===== src/rtl/ifcr_params.svh =====
// constants of the interrupt flag and control register bank
//------------------------------------------------------------------------
// Notes on behaviour
//------------------------------------------------------------------------
`ifndef IFCR_PARAMS_SVH
`define IFCR_PARAMS_SVH

//------------------------------------------------------------------------
// register word offsets
//------------------------------------------------------------------------
`define IFCR_OFS_CONTROL       4'h0
`define IFCR_OFS_FLAGS_ZERO    4'h1
`define IFCR_OFS_FLAGS_ONE     4'h2

//------------------------------------------------------------------------
// masks and reset values
//------------------------------------------------------------------------
`define IFCR_CTL_WR_MASK       16'h8007
`define IFCR_FLG0_MASK         16'h7FEF
`define IFCR_FLG1_MASK         16'hE87F
`define IFCR_RESET_VAL         16'h0000

//------------------------------------------------------------------------
// control field positions
//------------------------------------------------------------------------
`define IFCR_BIT_ALT_VECTOR    15
`define IFCR_BIT_DISABLE_ACT   14
`define IFCR_BIT_EXT2_POL      2
`define IFCR_BIT_EXT1_POL      1
`define IFCR_BIT_EXT0_POL      0

//------------------------------------------------------------------------
// flags zero positions
//------------------------------------------------------------------------
`define IFCR_BIT_TWOWIRE_MST   14
`define IFCR_BIT_TWOWIRE_SLV   13
`define IFCR_BIT_NONVOLATILE   12
`define IFCR_BIT_CONV_DONE     11
`define IFCR_BIT_SERIAL_TX     10
`define IFCR_BIT_SERIAL_RX     9
`define IFCR_BIT_SYNC_SERIAL   8
`define IFCR_BIT_TIMER_THREE   7
`define IFCR_BIT_TIMER_TWO     6
`define IFCR_BIT_COMPARE_TWO   5
`define IFCR_BIT_TIMER_ONE     3
`define IFCR_BIT_COMPARE_ONE   2
`define IFCR_BIT_CAPTURE_ONE   1
`define IFCR_BIT_EXT0_REQ      0

//------------------------------------------------------------------------
// flags one positions
//------------------------------------------------------------------------
`define IFCR_BIT_CMP_THREE     15
`define IFCR_BIT_CMP_TWO       14
`define IFCR_BIT_CMP_ONE       13
`define IFCR_BIT_CHANGE_NOTE   11
`define IFCR_BIT_PGEN_FOUR     6
`define IFCR_BIT_PGEN_THREE    5
`define IFCR_BIT_PGEN_TWO      4
`define IFCR_BIT_PGEN_ONE      3
`define IFCR_BIT_SPECIAL_EVT   2
`define IFCR_BIT_EXT2_REQ      1
`define IFCR_BIT_EXT1_REQ      0

`endif


===== src/rtl/ifcr_pkg.sv =====
// types shared by the interrupt flag and control register bank
package ifcr_pkg;
	typedef logic [15:0] ifcr_word_t;
	typedef logic [2:0]  ifcr_prio_t;
	typedef logic [4:0]  ifcr_index_t;
endpackage : ifcr_pkg


===== src/rtl/ifcr_regs.sv =====
// interrupt request flag and control register bank
`timescale 1ns/1ps
`include "ifcr_params.svh"

module ifcr_regs
	import ifcr_pkg::*;
#(
	parameter int ADDR_W = 4,
	parameter int PRIO_W = 3
) (
	input  wire logic                i_clk_sys,
	input  wire logic                i_rst_n,
	// register port
	input  wire logic [ADDR_W-1:0]   i_addr,
	input  wire logic [15:0]         i_wdata,
	input  wire logic                i_wr,
	input  wire logic                i_rd,
	output logic      [15:0]         o_rdata,
	// core status and timing
	input  wire logic                i_irq_disable_active,
	input  wire logic                i_insn_cycle_start,
	input  wire logic [PRIO_W-1:0]   i_cpu_priority_level,
	// enable registers and per-flag priorities held elsewhere
	input  wire logic [15:0]         i_irq_enable_regs0,
	input  wire logic [15:0]         i_irq_enable_regs1,
	input  wire logic [16*PRIO_W-1:0] i_prio_flags0,
	input  wire logic [16*PRIO_W-1:0] i_prio_flags1,
	// peripheral request pulses
	input  wire logic                i_twowire_master_evt,
	input  wire logic                i_twowire_slave_evt,
	input  wire logic                i_nonvolatile_evt,
	input  wire logic                i_conversion_done_evt,
	input  wire logic                i_serial_tx_evt,
	input  wire logic                i_serial_rx_evt,
	input  wire logic                i_sync_serial_evt,
	input  wire logic                i_timer_three_evt,
	input  wire logic                i_timer_two_evt,
	input  wire logic                i_compare_two_evt,
	input  wire logic                i_timer_one_evt,
	input  wire logic                i_compare_one_evt,
	input  wire logic                i_capture_one_evt,
	input  wire logic                i_comparator_three_evt,
	input  wire logic                i_comparator_two_evt,
	input  wire logic                i_comparator_one_evt,
	input  wire logic                i_change_notice_evt,
	input  wire logic                i_pulse_gen_four_evt,
	input  wire logic                i_pulse_gen_three_evt,
	input  wire logic                i_pulse_gen_two_evt,
	input  wire logic                i_pulse_gen_one_evt,
	input  wire logic                i_special_event_evt,
	// external request pins
	input  wire logic                i_ext0_pin,
	input  wire logic                i_ext1_pin,
	input  wire logic                i_ext2_pin,
	// outputs to the core
	output logic                     o_alt_vector_select,
	output logic      [15:0]         o_irq_flags_zero,
	output logic      [15:0]         o_irq_flags_one,
	output logic                     o_irq_request,
	output logic      [4:0]          o_irq_index,
	output logic      [PRIO_W-1:0]   o_irq_priority
);

	//--------------------------------------------------------------------
	// functions
	//--------------------------------------------------------------------

	// small helpers shared by the decode, the detectors and the arbiter,
	// so that every use of them reads the same way

	// edge detector: falling when polarity set, rising when clear
	// prev_v is the pin one cycle ago, cur_v the pin now
	function automatic logic f_edge(input logic prev_v,
		input logic cur_v, input logic pol);
		f_edge = pol ? (prev_v & ~cur_v) : (~prev_v & cur_v);
	endfunction : f_edge

	// register select from address
	// a wider address must be zero above the offset to match
	function automatic logic f_hit(input logic [ADDR_W-1:0] addr,
		input logic [3:0] ofs);
		f_hit = (addr == ADDR_W'(ofs));
	endfunction : f_hit

	// one flag's claim on the request: pending, enabled, above the cpu
	// level and strictly above the best claim so far, so that a tie
	// keeps the lower index
	function automatic logic f_beats(input logic flag_v,
		input logic en_v,
		input logic [PRIO_W-1:0] prio_v,
		input logic [PRIO_W-1:0] level_v,
		input logic any_v,
		input logic [PRIO_W-1:0] best_v);
		f_beats = flag_v & en_v & (prio_v > level_v) &
			(~any_v | (prio_v > best_v));
	endfunction : f_beats

	//--------------------------------------------------------------------
	// state
	//--------------------------------------------------------------------
	// the control word has only four bits of storage; the disable status
	// is never stored, it is read straight from the core each time
	logic                alt_vector_select_q;
	logic [2:0]          ext_polarity_q;
	ifcr_word_t          flags0_q;
	ifcr_word_t          flags0_d;
	ifcr_word_t          flags1_q;
	ifcr_word_t          flags1_d;
	ifcr_word_t          capt0_q;
	ifcr_word_t          capt1_q;
	ifcr_word_t          evt0;
	ifcr_word_t          evt1;
	ifcr_word_t          set0;
	ifcr_word_t          set1;
	logic [2:0]          pin_prev_q;
	logic                pin_valid_q;
	logic [2:0]          pin_cur;
	logic [2:0]          ext_edge;
	logic [15:0]         rdata_q;
	logic [15:0]         rdata_d;
	logic                irq_req_q;
	ifcr_index_t         irq_idx_q;
	logic [PRIO_W-1:0]   irq_prio_q;
	logic                win_any;
	ifcr_index_t         win_idx;
	logic [PRIO_W-1:0]   win_prio;
	logic                wr_ctl;
	logic                wr_flg0;
	logic                wr_flg1;

	//--------------------------------------------------------------------
	// address decode
	//--------------------------------------------------------------------
	// write selects; an unmapped address matches none of them, so a
	// stray write is simply dropped
	assign wr_ctl  = i_wr & f_hit(i_addr, `IFCR_OFS_CONTROL);
	assign wr_flg0 = i_wr & f_hit(i_addr, `IFCR_OFS_FLAGS_ZERO);
	assign wr_flg1 = i_wr & f_hit(i_addr, `IFCR_OFS_FLAGS_ONE);

	//--------------------------------------------------------------------
	// control register
	//--------------------------------------------------------------------

	// the disable status at bit 14 has no flop here: a write cannot
	// reach it, and a read always shows the core's present state
	// polarity bit i belongs to external pin i
	// only bits 15 and 2..0 are storage; the rest never see a write
	always_ff @(posedge i_clk_sys or negedge i_rst_n) begin
		if (!i_rst_n) begin
			alt_vector_select_q <= 1'b0;
			ext_polarity_q      <= 3'h0;
		end else if (wr_ctl) begin
			alt_vector_select_q <= i_wdata[`IFCR_BIT_ALT_VECTOR];
			ext_polarity_q      <= i_wdata[2:0];
		end
	end

	// a new table choice applies from the next vector fetch on
	// vector fetch logic in the core takes this for traps as well
	assign o_alt_vector_select = alt_vector_select_q;

	//--------------------------------------------------------------------
	// external pin edge detection
	//--------------------------------------------------------------------
	// pins are taken as already synchronous to the system clock; a pin
	// from another domain needs a synchroniser in front of this block
	assign pin_cur = {i_ext2_pin, i_ext1_pin, i_ext0_pin};

	// the valid bit keeps a pin already high at reset release from
	// looking like a rising edge
	always_ff @(posedge i_clk_sys or negedge i_rst_n) begin
		if (!i_rst_n) begin
			pin_prev_q  <= 3'h0;
			pin_valid_q <= 1'b0;
		end else begin
			pin_prev_q  <= pin_cur;
			pin_valid_q <= 1'b1;
		end
	end

	// a polarity write while a pin sits still makes no edge, since only
	// the pin itself is compared with its previous value
	// one detector per pin; a steady level never fires
	always_comb begin
		for (int i = 0; i < 3; i++) begin
			ext_edge[i] = pin_valid_q &
				f_edge(pin_prev_q[i], pin_cur[i], ext_polarity_q[i]);
		end
	end

	//--------------------------------------------------------------------
	// event vectors in register layout
	//--------------------------------------------------------------------
	// peripheral pulses placed at their flag positions; holes stay zero
	// so the masks below never see a stray bit
	always_comb begin
		evt0 = 16'h0000;
		evt0[`IFCR_BIT_TWOWIRE_MST] = i_twowire_master_evt;
		evt0[`IFCR_BIT_TWOWIRE_SLV] = i_twowire_slave_evt;
		evt0[`IFCR_BIT_NONVOLATILE] = i_nonvolatile_evt;
		evt0[`IFCR_BIT_CONV_DONE]   = i_conversion_done_evt;
		evt0[`IFCR_BIT_SERIAL_TX]   = i_serial_tx_evt;
		evt0[`IFCR_BIT_SERIAL_RX]   = i_serial_rx_evt;
		evt0[`IFCR_BIT_SYNC_SERIAL] = i_sync_serial_evt;
		evt0[`IFCR_BIT_TIMER_THREE] = i_timer_three_evt;
		evt0[`IFCR_BIT_TIMER_TWO]   = i_timer_two_evt;
		evt0[`IFCR_BIT_COMPARE_TWO] = i_compare_two_evt;
		evt0[`IFCR_BIT_TIMER_ONE]   = i_timer_one_evt;
		evt0[`IFCR_BIT_COMPARE_ONE] = i_compare_one_evt;
		evt0[`IFCR_BIT_CAPTURE_ONE] = i_capture_one_evt;
		evt0[`IFCR_BIT_EXT0_REQ]    = ext_edge[0];
	end

	// second flag word: comparators, change notice, pulse generators and
	// the two remaining external pins
	always_comb begin
		evt1 = 16'h0000;
		evt1[`IFCR_BIT_CMP_THREE]   = i_comparator_three_evt;
		evt1[`IFCR_BIT_CMP_TWO]     = i_comparator_two_evt;
		evt1[`IFCR_BIT_CMP_ONE]     = i_comparator_one_evt;
		evt1[`IFCR_BIT_CHANGE_NOTE] = i_change_notice_evt;
		evt1[`IFCR_BIT_PGEN_FOUR]   = i_pulse_gen_four_evt;
		evt1[`IFCR_BIT_PGEN_THREE]  = i_pulse_gen_three_evt;
		evt1[`IFCR_BIT_PGEN_TWO]    = i_pulse_gen_two_evt;
		evt1[`IFCR_BIT_PGEN_ONE]    = i_pulse_gen_one_evt;
		evt1[`IFCR_BIT_SPECIAL_EVT] = i_special_event_evt;
		evt1[`IFCR_BIT_EXT2_REQ]    = ext_edge[2];
		evt1[`IFCR_BIT_EXT1_REQ]    = ext_edge[1];
	end

	//--------------------------------------------------------------------
	// capture between instruction cycle starts
	//--------------------------------------------------------------------

	// pulses between cycle starts are held here so none is missed;
	// costs one capture bit per source; a pulse in a cycle-start cycle
	// goes straight through the set path and is not held again
	always_ff @(posedge i_clk_sys or negedge i_rst_n) begin
		if (!i_rst_n) begin
			capt0_q <= `IFCR_RESET_VAL;
			capt1_q <= `IFCR_RESET_VAL;
		end else if (i_insn_cycle_start) begin
			capt0_q <= 16'h0000;
			capt1_q <= 16'h0000;
		end else begin
			capt0_q <= capt0_q | (evt0 & `IFCR_FLG0_MASK);
			capt1_q <= capt1_q | (evt1 & `IFCR_FLG1_MASK);
		end
	end

	// events enter the flags only at an instruction cycle start
	// outside a cycle start nothing is set, whatever the sources do
	assign set0 = i_insn_cycle_start ?
		((capt0_q | evt0) & `IFCR_FLG0_MASK) : 16'h0000;
	assign set1 = i_insn_cycle_start ?
		((capt1_q | evt1) & `IFCR_FLG1_MASK) : 16'h0000;

	//--------------------------------------------------------------------
	// flag registers
	//--------------------------------------------------------------------

	// a write replaces implemented bits; a coincident set still wins
	// a software clear never discards held events: the capture bits are
	// separate, so an event after the clear shows at the next start;
	// the set path is or-ed in last, which is what makes the set win
	always_comb begin
		flags0_d = flags0_q;
		flags1_d = flags1_q;
		if (wr_flg0) begin
			flags0_d = i_wdata & `IFCR_FLG0_MASK;
		end
		if (wr_flg1) begin
			flags1_d = i_wdata & `IFCR_FLG1_MASK;
		end
		flags0_d = flags0_d | set0;
		flags1_d = flags1_d | set1;
	end

	// flag storage; only reset and the next-value logic above touch it
	always_ff @(posedge i_clk_sys or negedge i_rst_n) begin
		if (!i_rst_n) begin
			flags0_q <= `IFCR_RESET_VAL;
			flags1_q <= `IFCR_RESET_VAL;
		end else begin
			flags0_q <= flags0_d;
			flags1_q <= flags1_d;
		end
	end

	// flags go to the core unmasked by enable; the arbiter does that
	assign o_irq_flags_zero = flags0_q;
	assign o_irq_flags_one  = flags1_q;

	//--------------------------------------------------------------------
	// read path
	//--------------------------------------------------------------------

	// the read is decoded in the strobe cycle and registered, so the
	// data stand in the next cycle only; an idle bus reads as zero
	// unmapped addresses and unimplemented bits read as zero
	// control bits 13..3 keep the zero default
	always_comb begin
		rdata_d = 16'h0000;
		if (!i_rd) begin
			rdata_d = 16'h0000;
		end else if (f_hit(i_addr, `IFCR_OFS_CONTROL)) begin
			rdata_d[`IFCR_BIT_ALT_VECTOR]  = alt_vector_select_q;
			rdata_d[`IFCR_BIT_DISABLE_ACT] = i_irq_disable_active;
			rdata_d[2:0] = ext_polarity_q;
		end else if (f_hit(i_addr, `IFCR_OFS_FLAGS_ZERO)) begin
			rdata_d = flags0_q & `IFCR_FLG0_MASK;
		end else if (f_hit(i_addr, `IFCR_OFS_FLAGS_ONE)) begin
			rdata_d = flags1_q & `IFCR_FLG1_MASK;
		end
	end

	// data stand only in the cycle after the read strobe
	// one flop on the read data keeps the bus timing simple
	always_ff @(posedge i_clk_sys or negedge i_rst_n) begin
		if (!i_rst_n) begin
			rdata_q <= 16'h0000;
		end else begin
			rdata_q <= rdata_d;
		end
	end

	assign o_rdata = rdata_q;

	//--------------------------------------------------------------------
	// request arbitration
	//--------------------------------------------------------------------

	// highest priority above the cpu level wins; lower index on a tie
	// one combinational pass over all 32 flags, the longest path in the
	// block; flags zero go first, so they win a tie
	always_comb begin
		win_any  = 1'b0;
		win_idx  = 5'h00;
		win_prio = '0;
		for (int i = 0; i < 16; i++) begin
			if (f_beats(flags0_q[i], i_irq_enable_regs0[i],
				i_prio_flags0[i*PRIO_W +: PRIO_W], i_cpu_priority_level,
				win_any, win_prio)) begin
				win_any  = 1'b1;
				win_idx  = 5'(i);
				win_prio = i_prio_flags0[i*PRIO_W +: PRIO_W];
			end
		end
		for (int i = 0; i < 16; i++) begin
			if (f_beats(flags1_q[i], i_irq_enable_regs1[i],
				i_prio_flags1[i*PRIO_W +: PRIO_W], i_cpu_priority_level,
				win_any, win_prio)) begin
				win_any  = 1'b1;
				win_idx  = 5'(i + 16);
				win_prio = i_prio_flags1[i*PRIO_W +: PRIO_W];
			end
		end
	end

	// registered request; one cycle behind the flags
	// registered so that the core never sees a glitch on the request
	always_ff @(posedge i_clk_sys or negedge i_rst_n) begin
		if (!i_rst_n) begin
			irq_req_q  <= 1'b0;
			irq_idx_q  <= 5'h00;
			irq_prio_q <= '0;
		end else begin
			irq_req_q  <= win_any;
			irq_idx_q  <= win_idx;
			irq_prio_q <= win_prio;
		end
	end

	// request, index and priority always change together
	assign o_irq_request  = irq_req_q;
	assign o_irq_index    = irq_idx_q;
	assign o_irq_priority = irq_prio_q;

endmodule : ifcr_regs


===== config.mk =====
export PLATFORM = sky130hd
export DESIGN_NAME = ifcr_regs
export DESIGN_NICKNAME = d
export VERILOG_FILES = /design/src/rtl/ifcr_pkg.sv /design/src/rtl/ifcr_regs.sv
export VERILOG_INCLUDE_DIRS = /design/src /design/src/rtl
export SDC_FILE = /design/constraint.sdc
export NUM_CORES = 1
export LEC_CHECK = 0
export BUFFER_PORTS_ARGS = -buffer_cell sky130_fd_sc_hd__buf_2
export CELL_PAD_IN_SITES_DETAIL_PLACEMENT = 2
export CELL_PAD_IN_SITES_GLOBAL_PLACEMENT = 2
export CORE_UTILIZATION = 33
export DETAILED_ROUTE_END_ITERATION = 6
export PLACE_DENSITY = 0.85
export SLEW_MARGIN = 20
export SYNTH_ARGS = -nofsm -noshare
export SYNTH_HDL_FRONTEND = slang
export SYNTH_SLANG_ARGS = --single-unit
export TNS_END_PERCENT = 100

===== constraint.sdc =====
create_clock -name i_clk_sys -period 73.7 [get_ports i_clk_sys]
set_input_delay 3.685 -clock i_clk_sys [delete_from_list [all_inputs] [get_ports i_clk_sys]]
set_output_delay 3.685 -clock i_clk_sys [all_outputs]
set_load 0.05 [all_outputs]

==> After elaboration in Yosys (flattened, before gate mapping) <==
Index checks and enable logic that the tools add are counted.
{ "totals": {"register_bits": 97, "latchBits": 0, "ramBits": 0, "rom_bits": 0, "word_cells": 367, "memories": 0} }
{ "classes": {"addsub": 0, "n_mul": 0, "n_div": 0, "order_cmp": 63, "eq_ne": 2, "n_shift": 0, "muxes": 110, "n_bitwise": 179, "n_reduce_logical": 1} }
{ "op_table": {"columns": ["cell", "count"], "rows": [
  ["> comparator 3 bit", 63],
  ["2-to-1 mux 5 bit", 26],
  ["2-to-1 mux 16 bit", 8],
  ["bitwise AND 1 bit", 107],
  ["2-to-1 mux 3 bit", 35],
  ["NOT 1 bit", 37],
  ["2-to-1 mux 1 bit", 36],
  ["OR 16 x 15 -> 16 bit", 2],
  ["OR 16 bit", 2],
  ["OR 1 bit", 31],
  ["2-to-1 mux 15 bit", 1],
  ["2-to-1 mux 11 bit", 1],
  ["2-to-1 mux 2 bit", 3],
  ["equality test 4 x 1 -> 1 bit (second input constant)", 1],
  ["equality test 4 x 2 -> 1 bit (second input constant)", 1],
  ["zero test 4 bit", 1]
]} }

==> Depth between registers and ports, before layout <==
Gate-level depths: netlist of run 1.
{ "depth": {"word_depth": 127, "depth_mapped": 209, "mapped_depth_nobuf": 205} }

==> Worst setup path after synthesis of run 1 <==
No wires, ideal clock.
{ "synth_timing": {"kind": "input-to-reg", "startpoint": "in i_cpu_priority_level[1]", "endpoint": "reg irq_idx_q[0], in the netlist o_irq_index[0]", "t_arrival_ps": 38036, "required_ps": 73577, "path_slack_ps": 35541, "stages": 197, "n_path_buf": 5, "path_cell_list": "inv_1 > ha_1 > nor2b_4 > o311ai_4 > nor2_1 > nand2_1 > ha_1 > a211o_1 > a211oi_1 > o211ai_1 > and2_1 > ha_1 > nor2b_1 > o21a_1 > o21ai_0 > a211oi_1 > a31o_2 > ha_1 > [161 not listed] > a31o_2 > ha_1 > a21o_1 > a21oi_1 > a31oi_1 > o21ai_1 > nand2_1 > a21oi_1 > and4_1 > or3_1 > ha_1 > a21o_1 > a21oi_1 > a31oi_1 > o21ai_1 > inv_1 > or4_1 > o221a_2"} }
{ "synth_between": {"elab_chain_len": 127, "word_cells_on_any_way": 281, "cone_classes": "order compare: 63; mux: 93; bitwise: 125"} }
{ "synth_lines": {"columns": ["item", "line_no", "text"], "rows": [
  ["start: declaration", "ifcr_regs.sv:22", "input wire logic [PRIO_W-1:0] i_cpu_priority_level,"],
  ["> comparator 3 bit", "ifcr_regs.sv:94", "f_beats = flag_v & en_v & (prio_v > level_v) &"],
  ["bitwise AND 1 bit", "ifcr_regs.sv:94", null],
  ["2-to-1 mux 3 bit or 2-to-1 mux 1 bit (tied branches)", "ifcr_regs.sv:341", "if (f_beats(flags0_q[i], i_irq_enable_regs0[i],"],
  ["> comparator 3 bit or NOT 1 bit (tied branches)", "ifcr_regs.sv:95", "(~any_v | (prio_v > best_v));"],
  ["OR 1 bit", "ifcr_regs.sv:95", null],
  ["bitwise AND 1 bit", "ifcr_regs.sv:94", null],
  ["2-to-1 mux 3 bit or 2-to-1 mux 1 bit (tied branches)", "ifcr_regs.sv:341", null],
  ["> comparator 3 bit or NOT 1 bit (tied branches)", "ifcr_regs.sv:95", null],
  ["[112 not listed]", null, null],
  ["OR 1 bit", "ifcr_regs.sv:95", null],
  ["bitwise AND 1 bit", "ifcr_regs.sv:94", null],
  ["2-to-1 mux 3 bit or 2-to-1 mux 1 bit (tied branches)", "ifcr_regs.sv:350", "if (f_beats(flags1_q[i], i_irq_enable_regs1[i],"],
  ["> comparator 3 bit or NOT 1 bit (tied branches)", "ifcr_regs.sv:95", null],
  ["OR 1 bit", "ifcr_regs.sv:95", null],
  ["bitwise AND 1 bit", "ifcr_regs.sv:94", null],
  ["2-to-1 mux 5 bit *", "ifcr_regs.sv:350", null],
  ["named net win_idx[0]", "ifcr_regs.sv:125", "ifcr_index_t win_idx;"],
  ["end signal: assignment", "ifcr_regs.sv:369", "irq_idx_q <= win_idx;"],
  ["end: declaration", "ifcr_regs.sv:122", "ifcr_index_t irq_idx_q;"]
]} }
Mark *: on every way through the listed nets, which the timed path passes. The rest lies on a longest branch.
A chain may end at the register's enable or synchronous reset.

==> Worst setup path in the final report of run 1 <==
{ "layout_timing": {"startpoint": "in i_cpu_priority_level[2]", "endpoint": "reg irq_idx_q[0], in the netlist o_irq_index[0]"} }
Same word-level chain as after synthesis.

==> metrics.txt, run 1 <==
total length of routed wires=34.4 mm; number of clock sinks=83; total of max-cap violations=0; Yosys top cell by area=dfrtp_1; PostCTS Resize Cnt=0; Post-Synth Simple-Gate Area=0.218; die area=0.0263 mm^2; Num CTS Buffers=9; clk root buf=clkbuf_16; pwr dens=27.4 mW/mm^2; Final min period=45.07 ns; maximum fanout along the worst path=12; setup ws final=28.63 ns; Port Buffers=204; Req. time, crit path=73.93 ns; crit path max-delay cell type=or3b_1; cell mode on critical path=a21oi_1; Slew headroom=0.338; outcome=finished clean; dpl ws=28.97 ns; mux contribution to synthesized area=0.0263; Final nets=1,545; Die Wd=162 um; vias in the first global route=9,989; Critical Path Start Type=primary input; first-pass GRT wire length=53.9 mm; fin crit share=0.611; post-synthesis sequential area ratio=0.246; # hold bufs at CTS=0; largest family of logic cells by synthesized area=compound AO/OA/AOI/OAI gates; final setup fails=0; Clock Latency Late Sink=0.34 ns; fmax=0.0222 GHz; synthesis-stage register bit count=83; Setup crit end kind=flop; area grow syn2layout=20.0%; Power, Total=278 uW; syn_area_per_cell=8.23 um^2; initial antenna violation count=8; DR WL/cell=22.0 um; post-route setup TNS=0 ns; Synth Area in XOR/XNOR=0; FFs w/ async S/R, synth=1.00; Worst EP arrival=45.30 ns; DR pass1 iterations=4; top-area cell type share of the netlist area=0.246; CTS tree=yes; yosys warns=0; Starting Density=0.336; postcts setup bufs=0; Adder-Cell Fraction of Synth Area=0.198; Hold Vio Cnt, Final=0; Via density=5.69; Clock Tree Buf Depth=2; Placeable Area=0.0252 mm^2; Remaining Overflow, GRT=0; number of I/O pins=240; RSZ-0062 raised after global routing=no; Residual DRC=0; Pleak=0.00496 uW; CP peak stage delay=0.55 ns; H-Tree Depth=3; Netlist cell types=88; share of layout cells above drive strength 1=0.231; clk_skew=0.0102 ns; GPL Wtd Cong=0.914; Syn Inst Count=1,027; max-slew violation count=0; EDFF count, synth=0; Reg clk slew, reported paths=0.07 ns; largest net degree at the start of global routing=68; Synth Cell Area=0.00846 mm^2; FP Rows=58; Hold WC Path Type=flop to flop; Post-DP HPWL=28.1 mm; Vias=8,935; final core area utilization=0.403; Worst Setup Path Type=primary input to flop; Main synth FF type=dfrtp_1; DRT iter0 DRCs=343; Tightest Pin Transition=0.992 ns; GRT Total Usage=0.262; Routed Antenna Nets=0; ranking of synthesized cells by area=dfrtp_1 (25%), ha_1 (20%), nor2_1 (6.7%); compound-gate portion of the synthesized area=0.263; die height=162 um; peak supply drop=0.0000123 V
logic make-up after synthesis:
group	count (synthesis)
buf+inv	101
mux	19
fa+ha+maj	134
simple gates	380
compound gates	308
flops	83
other cells	2
cells in the mapped netlist (all sizes together), types with 18 or more instances:
| library cell | count |
|---|---|
| inv | 76 |
| nor2 | 153 |
| o22ai | 28 |
| nor2b | 31 |
| a31oi | 18 |
| ha | 132 |
| nand2 | 69 |
| a21o | 21 |
| nand3 | 35 |
| o21ai | 57 |
| a21oi | 64 |
| nor3 | 22 |
| dfrtp | 83 |
stage by stage:
| step | std cells | hold slack (ns) | instance area (um^2) |
|---|---|---|---|
| floorplan | 1033 | 0.447 | 8480 |
| global placement | 1550 | 0.459 | 9850 |
| detailed placement | 1550 | 0.472 | 9850 |
| CTS | 1566 | 0.488 | 10100 |
| global route | 1568 | 0.510 | 10100 |
| finish | 1569 | 0.484 | 10100 |
worst max-delay path: cells and delay by family:
family	cells	cell delay [ns]
AO/OA/AOI/OAI	107	23.07
adder cells (fa/ha/maj)	27	7.80
buffers and inverters	10	1.46
AND/OR/NAND/NOR	43	7.86
multiplexers	4	1.37
layout make-up:
type,instances,area (um^2)
repair buffers,212,1080
clock inverters,7,60.1
clock buffers,9,225
multi-input cells,849,5990
flip-flops and latches,83,2080
diodes,3,7.51
fillers,2915,15000
inverters,76,285
well taps,330,413
power by group:
group | switching, uW | internal, uW | total [uW]
combinational | 108 | 70.9 | 179
sequential | 3.74 | 50.5 | 54.2
clock | 21.2 | 23.4 | 44.6
total | 133 | 145 | 278
worst paths after layout:
path                       cells after the start                           from  slack [ns]                           end
max in group asynchronous                      2                        i_rst_n       69.33  o_irq_flags_one[6]$_DFF_PN0_
hold / removal                                 2          capt0_q[11]$_DFF_PN0_        0.48         capt0_q[11]$_DFF_PN0_
min in group asynchronous                      1                        i_rst_n        3.20          capt0_q[3]$_DFF_PN0_
setup reg to reg                             188  o_irq_flags_zero[0]$_DFF_PN0_       32.43      o_irq_index[0]$_DFF_PN0_
setup / recovery                             191        i_cpu_priority_level[2]       28.63      o_irq_index[0]$_DFF_PN0_
hold reg to reg                                2          capt0_q[11]$_DFF_PN0_        0.48         capt0_q[11]$_DFF_PN0_
registers in the layout, summed over array words and instances (netlist names):
register	flops
o_rdata	16
o_alt_vector_select	1
o_irq_request	1
capt1_q	11
o_irq_flags_one	11
capt0_q	14
pin_prev_q	3
pin_valid_q	1
o_irq_flags_zero	14
o_irq_index	5
ext_polarity_q	3
o_irq_priority	3
metal layers:
layer,share of wire,track usage,routed length [um],vias to the layer above
li1,-,-,-,4176
met1,0.43,0.322,14800,4488
met2,0.51,0.478,17400,211
met3,0.043,0.0337,1490,54
met4,0.022,0.0699,753,6
met5,0.00096,0,33,-
placed cells by master (no fill, tap or decap), drive strengths merged, types with 4 or more instances in the layout:
master	n
a211oi	7
a21boi	7
a21o	21
a21oi	64
a22oi	10
a311oi	8
a31o	4
a31oi	18
and2	16
and3	12
buf	212
clkbuf	9
conb	8
dfrtp	83
ha	132
inv	79
mux2	14
mux2i	5
nand2	69
nand3	35
nand4	4
nor2	153
nor2b	31
nor3	22
nor4	8
o211a	7
o211ai	12
o21a	14
o21ai	57
o21bai	4
o22ai	28
o311a	4
o311ai	5
o31ai	7
or2	7
or3	4
or4	5
(Power assumes the default switching activity.)
==> run 2: changes to the inputs <==
--- a/config.mk
+++ b/config.mk
@@ -6,12 +6,13 @@
 export SDC_FILE = /design/constraint.sdc
 export NUM_CORES = 1
 export LEC_CHECK = 0
+export ABC_AREA = 1
 export BUFFER_PORTS_ARGS = -buffer_cell sky130_fd_sc_hd__buf_2
 export CELL_PAD_IN_SITES_DETAIL_PLACEMENT = 2
 export CELL_PAD_IN_SITES_GLOBAL_PLACEMENT = 2
-export CORE_UTILIZATION = 33
+export CORE_UTILIZATION = 29
 export DETAILED_ROUTE_END_ITERATION = 6
-export PLACE_DENSITY = 0.85
+export PLACE_DENSITY = 0.8
 export SLEW_MARGIN = 20
 export SYNTH_ARGS = -nofsm -noshare
 export SYNTH_HDL_FRONTEND = slang
==> constraint.sdc (replaced) <==
create_clock -name i_clk_sys -period 42.8 [get_ports i_clk_sys]
set_input_delay 2.14 -clock i_clk_sys [delete_from_list [all_inputs] [get_ports i_clk_sys]]
set_output_delay 2.14 -clock i_clk_sys [all_outputs]
set_load 0.05 [all_outputs]
==> run 2 against run 1 <==
Effect of this change:
- core utilization shrank 3.9 points
- largest cell class unchanged
- global-route usage shrank 4.7 points
- critical path type unchanged
- synthesized cell count grew 8.9%
- highest routed layer unchanged
- via count shrank 4.8%
- cell count grew 8.9%
- register-to-register slack lost 20 ns
==> metrics.txt, run 2 <==
outcome=finished clean; Hold Vio Cnt, Final=0 (unchanged); DRT iter0 DRCs=257 (-25%); logic gate share of total power=0.653 (+0.009); CP peak stage delay=0.56 ns (about the same); Residual DRC=0 (unchanged); Vias=8,508 (-4.8%); PostCTS Resize Cnt=0 (unchanged); first-pass GRT wire length=48.4 mm (-10%); GPL Wtd Cong=0.795 (-13%); GRT Total Usage=0.215 (-0.0471); Setup crit end kind=flop; final setup fails=0 (unchanged); Num CTS Buffers=9 (unchanged); max reg flops=16 (unchanged); Starting Density=0.298 (-0.0374); post-synthesis sequential area ratio=0.256 (+0.0105); Final min period=32.55 ns; EDFF count, synth=0 (unchanged); Syn Inst Count=1,118 (+8.9%); Pleak=0.00551 uW (+11%); Clock Latency Late Sink=0.34 ns (about the same); crit-path leading delay family=simple AND/OR/NAND/NOR gates; WHS Path Cells=2 (unchanged); launch point of the worst reg-to-reg path=o_irq_flags_zero[0]$_DFF_PN0_; peak supply drop=0.0000255 V (+110%); Post-DP HPWL=25.3 mm (-10%); crit path max-delay cell type=nor3_1; Main synth FF type=dfrtp_1; FFs w/ async S/R, synth=1.00 (unchanged); die area=0.0286 mm^2 (+9.0%); most frequent cells in the layout=nand2_1 (273), buf_2 (203), ha_1 (132); fin crit share=0.761; maximum fanout along the worst path=25 (+13); Seq pwr share=0.185 (-0.010); # hold bufs at CTS=0 (unchanged); Worst Setup Path Type=primary input to flop; compound-gate portion of the synthesized area=0.135 (-0.128); Clock power frac=0.162 (about the same); H-Tree Depth=3 (unchanged); Via density=4.98 (-13%); Psw=257 uW (+93%); dpl cells=1,689 (+9.0%); Tightest Pin Transition=0.999 ns (+0.00700 ns); mux contribution to synthesized area=0.00139 (-0.0250); largest net degree at the start of global routing=67 (-1.5%); commonest non-fill, non-tap cell in the layout=nand2_1; Sw Share=0.503 (+0.0238); WHS=0.480 ns (-0.00403 ns); area grow syn2layout=22.0%; largest family of logic cells by synthesized area=simple AND/OR/NAND/NOR gates; fillers=3,375 (+16%); Netlist cell types=38 (-57%); ranking of synthesized cells by area=dfrtp_1 (26%), ha_1 (20%), nand2_1 (13%); Worst Path Buf+Inv=24 (+14); Synth Cell Area=0.00811 mm^2 (-4.1%); postcts setup bufs=0 (unchanged); Yosys top cell by area=dfrtp_1; top-area cell type share of the netlist area=0.256 (+0.0105); Req. time, crit path=43.00 ns (-30.93 ns); Post-Synth Simple-Gate Area=0.335 (+0.117); total of max-cap violations=0 (unchanged); pwr dens=51.6 mW/mm^2 (+88%); Worst EP arrival=32.75 ns (-12.55 ns); Placeable Area=0.0272 mm^2 (+7.9%); Port Buffers=204 (unchanged); Adder-Cell Fraction of Synth Area=0.204 (+0.00598); Reg-to-Reg End=o_irq_index[4]$_DFF_PN0_; Critical Path Start Type=primary input; fmax=0.0307 GHz; Worst Hold End=capt1_q[11]$_DFF_PN0_; Int Power=254 uW (+75%); Final nets=1,642 (+6.3%); top cells by count, synth=nand2_1 (273), ha_1 (132), inv_1 (116); DR WL/cell=17.8 um (-19%); hold_sp=capt1_q[11]$_DFF_PN0_; post-route setup TNS=0 ns (unchanged); Clock Tree Buf Depth=2 (unchanged); CP startpoint=i_cpu_priority_level[2]; initial antenna violation count=9 (+1); vias in the first global route=9,278 (-7.1%); Remaining Overflow, GRT=0 (unchanged); die height=169 um (+4.4%); worst r2r path cells=213 (+13%); number of I/O pins=240 (unchanged); DR pass1 iterations=5 (+1); most common cell in the synthesized netlist=nand2_1; yosys warns=0 (unchanged); RSZ-0062 raised after global routing=no; Hold WC Path Type=flop to flop; reg2reg setup slack=12.54 ns (-19.89 ns); FP Rows=60 (+3.4%); cell mode on critical path=o21ai_0; total length of routed wires=30.4 mm (-12%); Routed Antenna Nets=0 (unchanged); clk_skew=0.00531 ns (-0.00487 ns); number of clock sinks=83 (unchanged); fin cells=1,708 (+8.9%); Slew headroom=0.333 (-0.00467); Synth Area in XOR/XNOR=0 (unchanged); share of layout cells above drive strength 1=0.238 (+0.00642); clk root buf=clkbuf_16; synthesis-stage register bit count=83 (unchanged); CTS tree=yes; Die Wd=169 um (+4.4%); max-slew violation count=0 (unchanged); Reg clk slew, reported paths=0.06 ns (about the same); syn_area_per_cell=7.25 um^2 (-12%)
==> run 2: cell families (layout without fill, tap and decap cells) <==
kind of cell / after synthesis / count (layout)
and+or+nand+nor: 572 / 572
DFF: 83 / 83
other: 2 / 11
muxes: 1 / 1
AOI/OAI and AO/OA: 188 / 188
buffers and inverters: 140 / 349
adders and majority gates: 132 / 132
==> run 2: worst min-delay path, delay by kind of cell, from the launching register on <==
family / cells / cell delay (ns)
flops: 1 / 0.32
simple gates: 2 / 0.12
==> run 2: final cells by class <==
cell class	count	area, um^2	share of cell area
Antenna cell	3	7.51	0.000759
Clock buffer	12	267	0.0269
Clock inverter	4	47.5	0.00481
Inverter	124	465	0.0470
Multi-Input combinational cell	901	5500	0.556
Sequential cell	83	2080	0.210
Tap cell	372	465	0.0470
Timing Repair Buffer	209	1060	0.107
==> run 2: worst max-delay path by stage <==
stage | end | cells after the start
floorplan | o_irq_index[3]$_DFF_PN0_ | 222
global placement | o_irq_index[3]$_DFF_PN0_ | 221
detailed placement | o_irq_index[4]$_DFF_PN0_ | 216
CTS | o_irq_index[4]$_DFF_PN0_ | 216
global route | o_irq_index[4]$_DFF_PN0_ | 224
finish | o_irq_index[4]$_DFF_PN0_ | 216
==> run 2: power by group through the flow <==
stage	Sequential, uW	Clock [uW]	Combinational, uW
2_1_floorplan	114	0	229
3_3_place_gp	96.1	0	314
3_5_place_dp	96.0	0	336
4_1_cts	94.7	83.9	339
5_1_grt	95.4	86.6	381
6_report	94.4	82.5	333
==> run 2: per-layer routing <==
metal	vias up	part of all wire	global-route usage
met2	151	0.49	0.390
met1	4129	0.45	0.268
met4	8	0.016	0.0427
met3	33	0.037	0.0338
met5	-	0.0019	0
li1	4187	-	-
==> run 2: through the flow <==
stage	worst slack, ns	area [um^2]	utilization	total power [uW]
floorplan	15.52	8130	-	343
global placement	11.60	9570	0.352	410
detailed placement	9.71	9570	0.352	432
CTS	9.91	9890	0.364	517
global route	6.83	9890	0.364	563
finish	10.25	9890	0.364	510
==> run 3: changes to the inputs <==
--- a/config.mk
+++ b/config.mk
@@ -10,9 +10,9 @@
 export BUFFER_PORTS_ARGS = -buffer_cell sky130_fd_sc_hd__buf_2
 export CELL_PAD_IN_SITES_DETAIL_PLACEMENT = 2
 export CELL_PAD_IN_SITES_GLOBAL_PLACEMENT = 2
-export CORE_UTILIZATION = 29
+export CORE_UTILIZATION = 26
 export DETAILED_ROUTE_END_ITERATION = 6
-export PLACE_DENSITY = 0.8
+export PLACE_DENSITY = 0.76
 export SLEW_MARGIN = 20
 export SYNTH_ARGS = -nofsm -noshare
 export SYNTH_HDL_FRONTEND = slang
==> constraint.sdc (replaced) <==
create_clock -name i_clk_sys -period 29.9 [get_ports i_clk_sys]
set_input_delay 1.495 -clock i_clk_sys [delete_from_list [all_inputs] [get_ports i_clk_sys]]
set_output_delay 1.495 -clock i_clk_sys [all_outputs]
set_load 0.05 [all_outputs]
==> run 3 against run 2 <==
Effect of this change:
- first-iteration DRC count down 21%
- clock skew up 0.0025 ns
- via count up 2.2%
- wire length up 5.6%
- die area up 11%
- power up 55%
- sequential cell count unchanged
- non-clock buffer count up 19
- register-to-register slack worse by 9.0 ns
- critical endpoint is now o_irq_index[3]$_DFF_PN0_
==> metrics.txt, run 3 (synthesis results as in run 2) <==
fin crit share=0.923; Reg clk slew, reported paths=0.06 ns (about the same); first-pass GRT wire length=49.3 mm (+1.9%); final setup fails=0 (unchanged); met3 Usage GRT=0.0337 (-0.000141); Critical Path Start Type=primary input; CTS tree=yes; Starting Density=0.264 (-0.0340); crit path max-delay cell type=ha_1; DRT iter0 DRCs=202 (-21%); Slew headroom=0.290 (-0.0429); commonest non-fill, non-tap cell in the layout=nand2_1; DR pass1 iterations=4 (-1); Num CTS Buffers=9 (unchanged); Remaining Overflow, GRT=0 (unchanged); Worst EP arrival=27.81 ns (-4.94 ns); Multi-input gate area=0.00582 mm^2 (+5.7%); pwr dens=76.1 mW/mm^2 (+48%); Post-DP HPWL=26.2 mm (+3.9%); setup ws final=2.31 ns (-7.94 ns); initial antenna violation count=7 (-2); Int Power=397 uW (+57%); Clock Tree Buf Depth=2 (unchanged); vias in the first global route=9,365 (+0.94%); peak supply drop=0.0000441 V (+73%); Worst Setup Path Type=primary input to flop; largest net degree at the start of global routing=44 (-34%); Placeable Area=0.0307 mm^2 (+13%); max-slew violation count=0 (unchanged); number of I/O pins=240 (unchanged); met1 Resource Use GR=0.254 (-0.0147); Die Wd=179 um (+5.5%); logic gate share of total power=0.681 (+0.028); Vias=8,696 (+2.2%); share of layout cells above drive strength 1=0.287 (+0.0492); Hold WC Path Type=flop to flop; maximum fanout along the worst path=8 (-68%); total of max-cap violations=0 (unchanged); area grow syn2layout=28.0%; fillers=3,671 (+8.8%); Setup crit end kind=flop; GRT Total Usage=0.201 (-0.0139); Residual DRC=0 (unchanged); die height=179 um (+5.5%); GR peak layer=met2; Pleak=0.00566 uW (+2.6%); total length of routed wires=32.1 mm (+5.6%); clk root buf=clkbuf_16; Clock power frac=0.148 (-0.014); dpl ws=-1.40 ns (-11.11 ns); FP Rows=64 (+6.7%); GPL Wtd Cong=0.766 (-3.7%); fmax=0.0362 GHz; H-Tree Depth=3 (unchanged); outcome=finished clean; Clock Latency Late Sink=0.34 ns (about the same); cell mode on critical path=nand2_1; CP peak stage delay=0.33 ns (-0.23 ns); Final min period=27.59 ns; Seq pwr share=0.172 (-0.013); Port Buffers=204 (unchanged); max reg flops=16 (unchanged); clk_skew=0.00783 ns (+0.00252 ns); Tightest Pin Transition=1.06 ns (+0.0616 ns); # hold bufs at CTS=0 (unchanged); Routed Antenna Nets=0 (unchanged); Final nets=1,661 (+1.2%); Psw=393 uW (+53%); die area=0.0319 mm^2 (+11%); most frequent cells in the layout=nand2_1 (266), buf_2 (203), ha_1 (124); number of clock sinks=83 (unchanged); Sw Share=0.497 (-0.00568); Hold Vio Cnt, Final=0 (unchanged); Power, Total=790 uW (+55%); sequential cell area=0.00208 mm^2 (unchanged); DR WL/cell=18.3 um (+2.9%); global-route met2 utilization=0.354 (-0.0360); Req. time, crit path=30.12 ns (-12.88 ns); Via density=4.96 (-0.36%)
-- run 3: cell count changes in the layout (fill, tap and decap cells not counted), moves of 5 or more --
cell     previous run  this run
ha_4                0         8
inv_2               4         9
inv_1             116       110
nand2_4            22        29
buf_4               6        25
ha_1              132       124
o21ai_2             0        22
nand2_1           273       266
o21ai_0            95        40
o21ai_1             4        34
-- run 3: repair_timing --
item	CTS	global route
resized for setup	25	98
setup endpoints to repair	8	8
pin swaps	0	31
setup buffers	0	16
-- run 3: worst max-delay path, delay by kind of cell --
family | cells | cell delay, ns
fa+ha+maj | 25 | 7.15
compound gates | 53 | 5.90
simple gates | 124 | 11.16
buf+inv | 29 | 2.05
-- run 3: per-layer routing --
| layer | vias to the layer above | routed length (um) |
|---|---|---|
| met4 | 4 | 701 |
| met1 | 4240 | 14400 |
| met3 | 40 | 1080 |
| li1 | 4232 | - |
| met5 | - | 27 |
| met2 | 180 | 15900 |
-- run 3: power by group through the flow --
stage	combinational (uW)	sequential [uW]	clock [uW]
finish	537	136	117
global route	609	137	124
CTS	490	136	120
detailed placement	481	138	0
global placement	454	138	0
floorplan	328	163	0
-- run 3: stage by stage --
stage	utilization	instances	instance area (um^2)	TNS, ns	hold WS [ns]
floorplan	-	1124	8130	0	0.447
global placement	0.314	1716	9620	0	0.460
detailed placement	0.314	1716	9620	-9.52	0.472
CTS	0.324	1732	9940	0	0.486
global route	0.338	1750	10400	-1.03	0.498
finish	0.338	1752	10400	0	0.481
-- run 3: final timing paths --
check	start	end	slack, ns	cells past startpoint
max	i_cpu_priority_level[2]	o_irq_index[3]$_DFF_PN0_	2.31	231
min	capt0_q[6]$_DFF_PN0_	capt0_q[6]$_DFF_PN0_	0.48	2
max reg2reg	o_irq_flags_zero[0]$_DFF_PN0_	o_irq_index[3]$_DFF_PN0_	3.54	229
min reg2reg	capt0_q[6]$_DFF_PN0_	capt0_q[6]$_DFF_PN0_	0.48	2
max in group asynchronous	i_rst_n	capt0_q[1]$_DFF_PN0_	27.77	2
min in group asynchronous	i_rst_n	o_rdata[0]$_DFF_PN0_	1.15	1
-- run 3: final cells by class --
class                      instances  area share
inverter                         124      0.0451
sequential                        83       0.200
multi-input combinational        901       0.560
clock inverter                     1     0.00289
tap                              396      0.0477
clock buffer                      15      0.0268
timing repair buffer             228       0.116
antenna                            4    0.000965
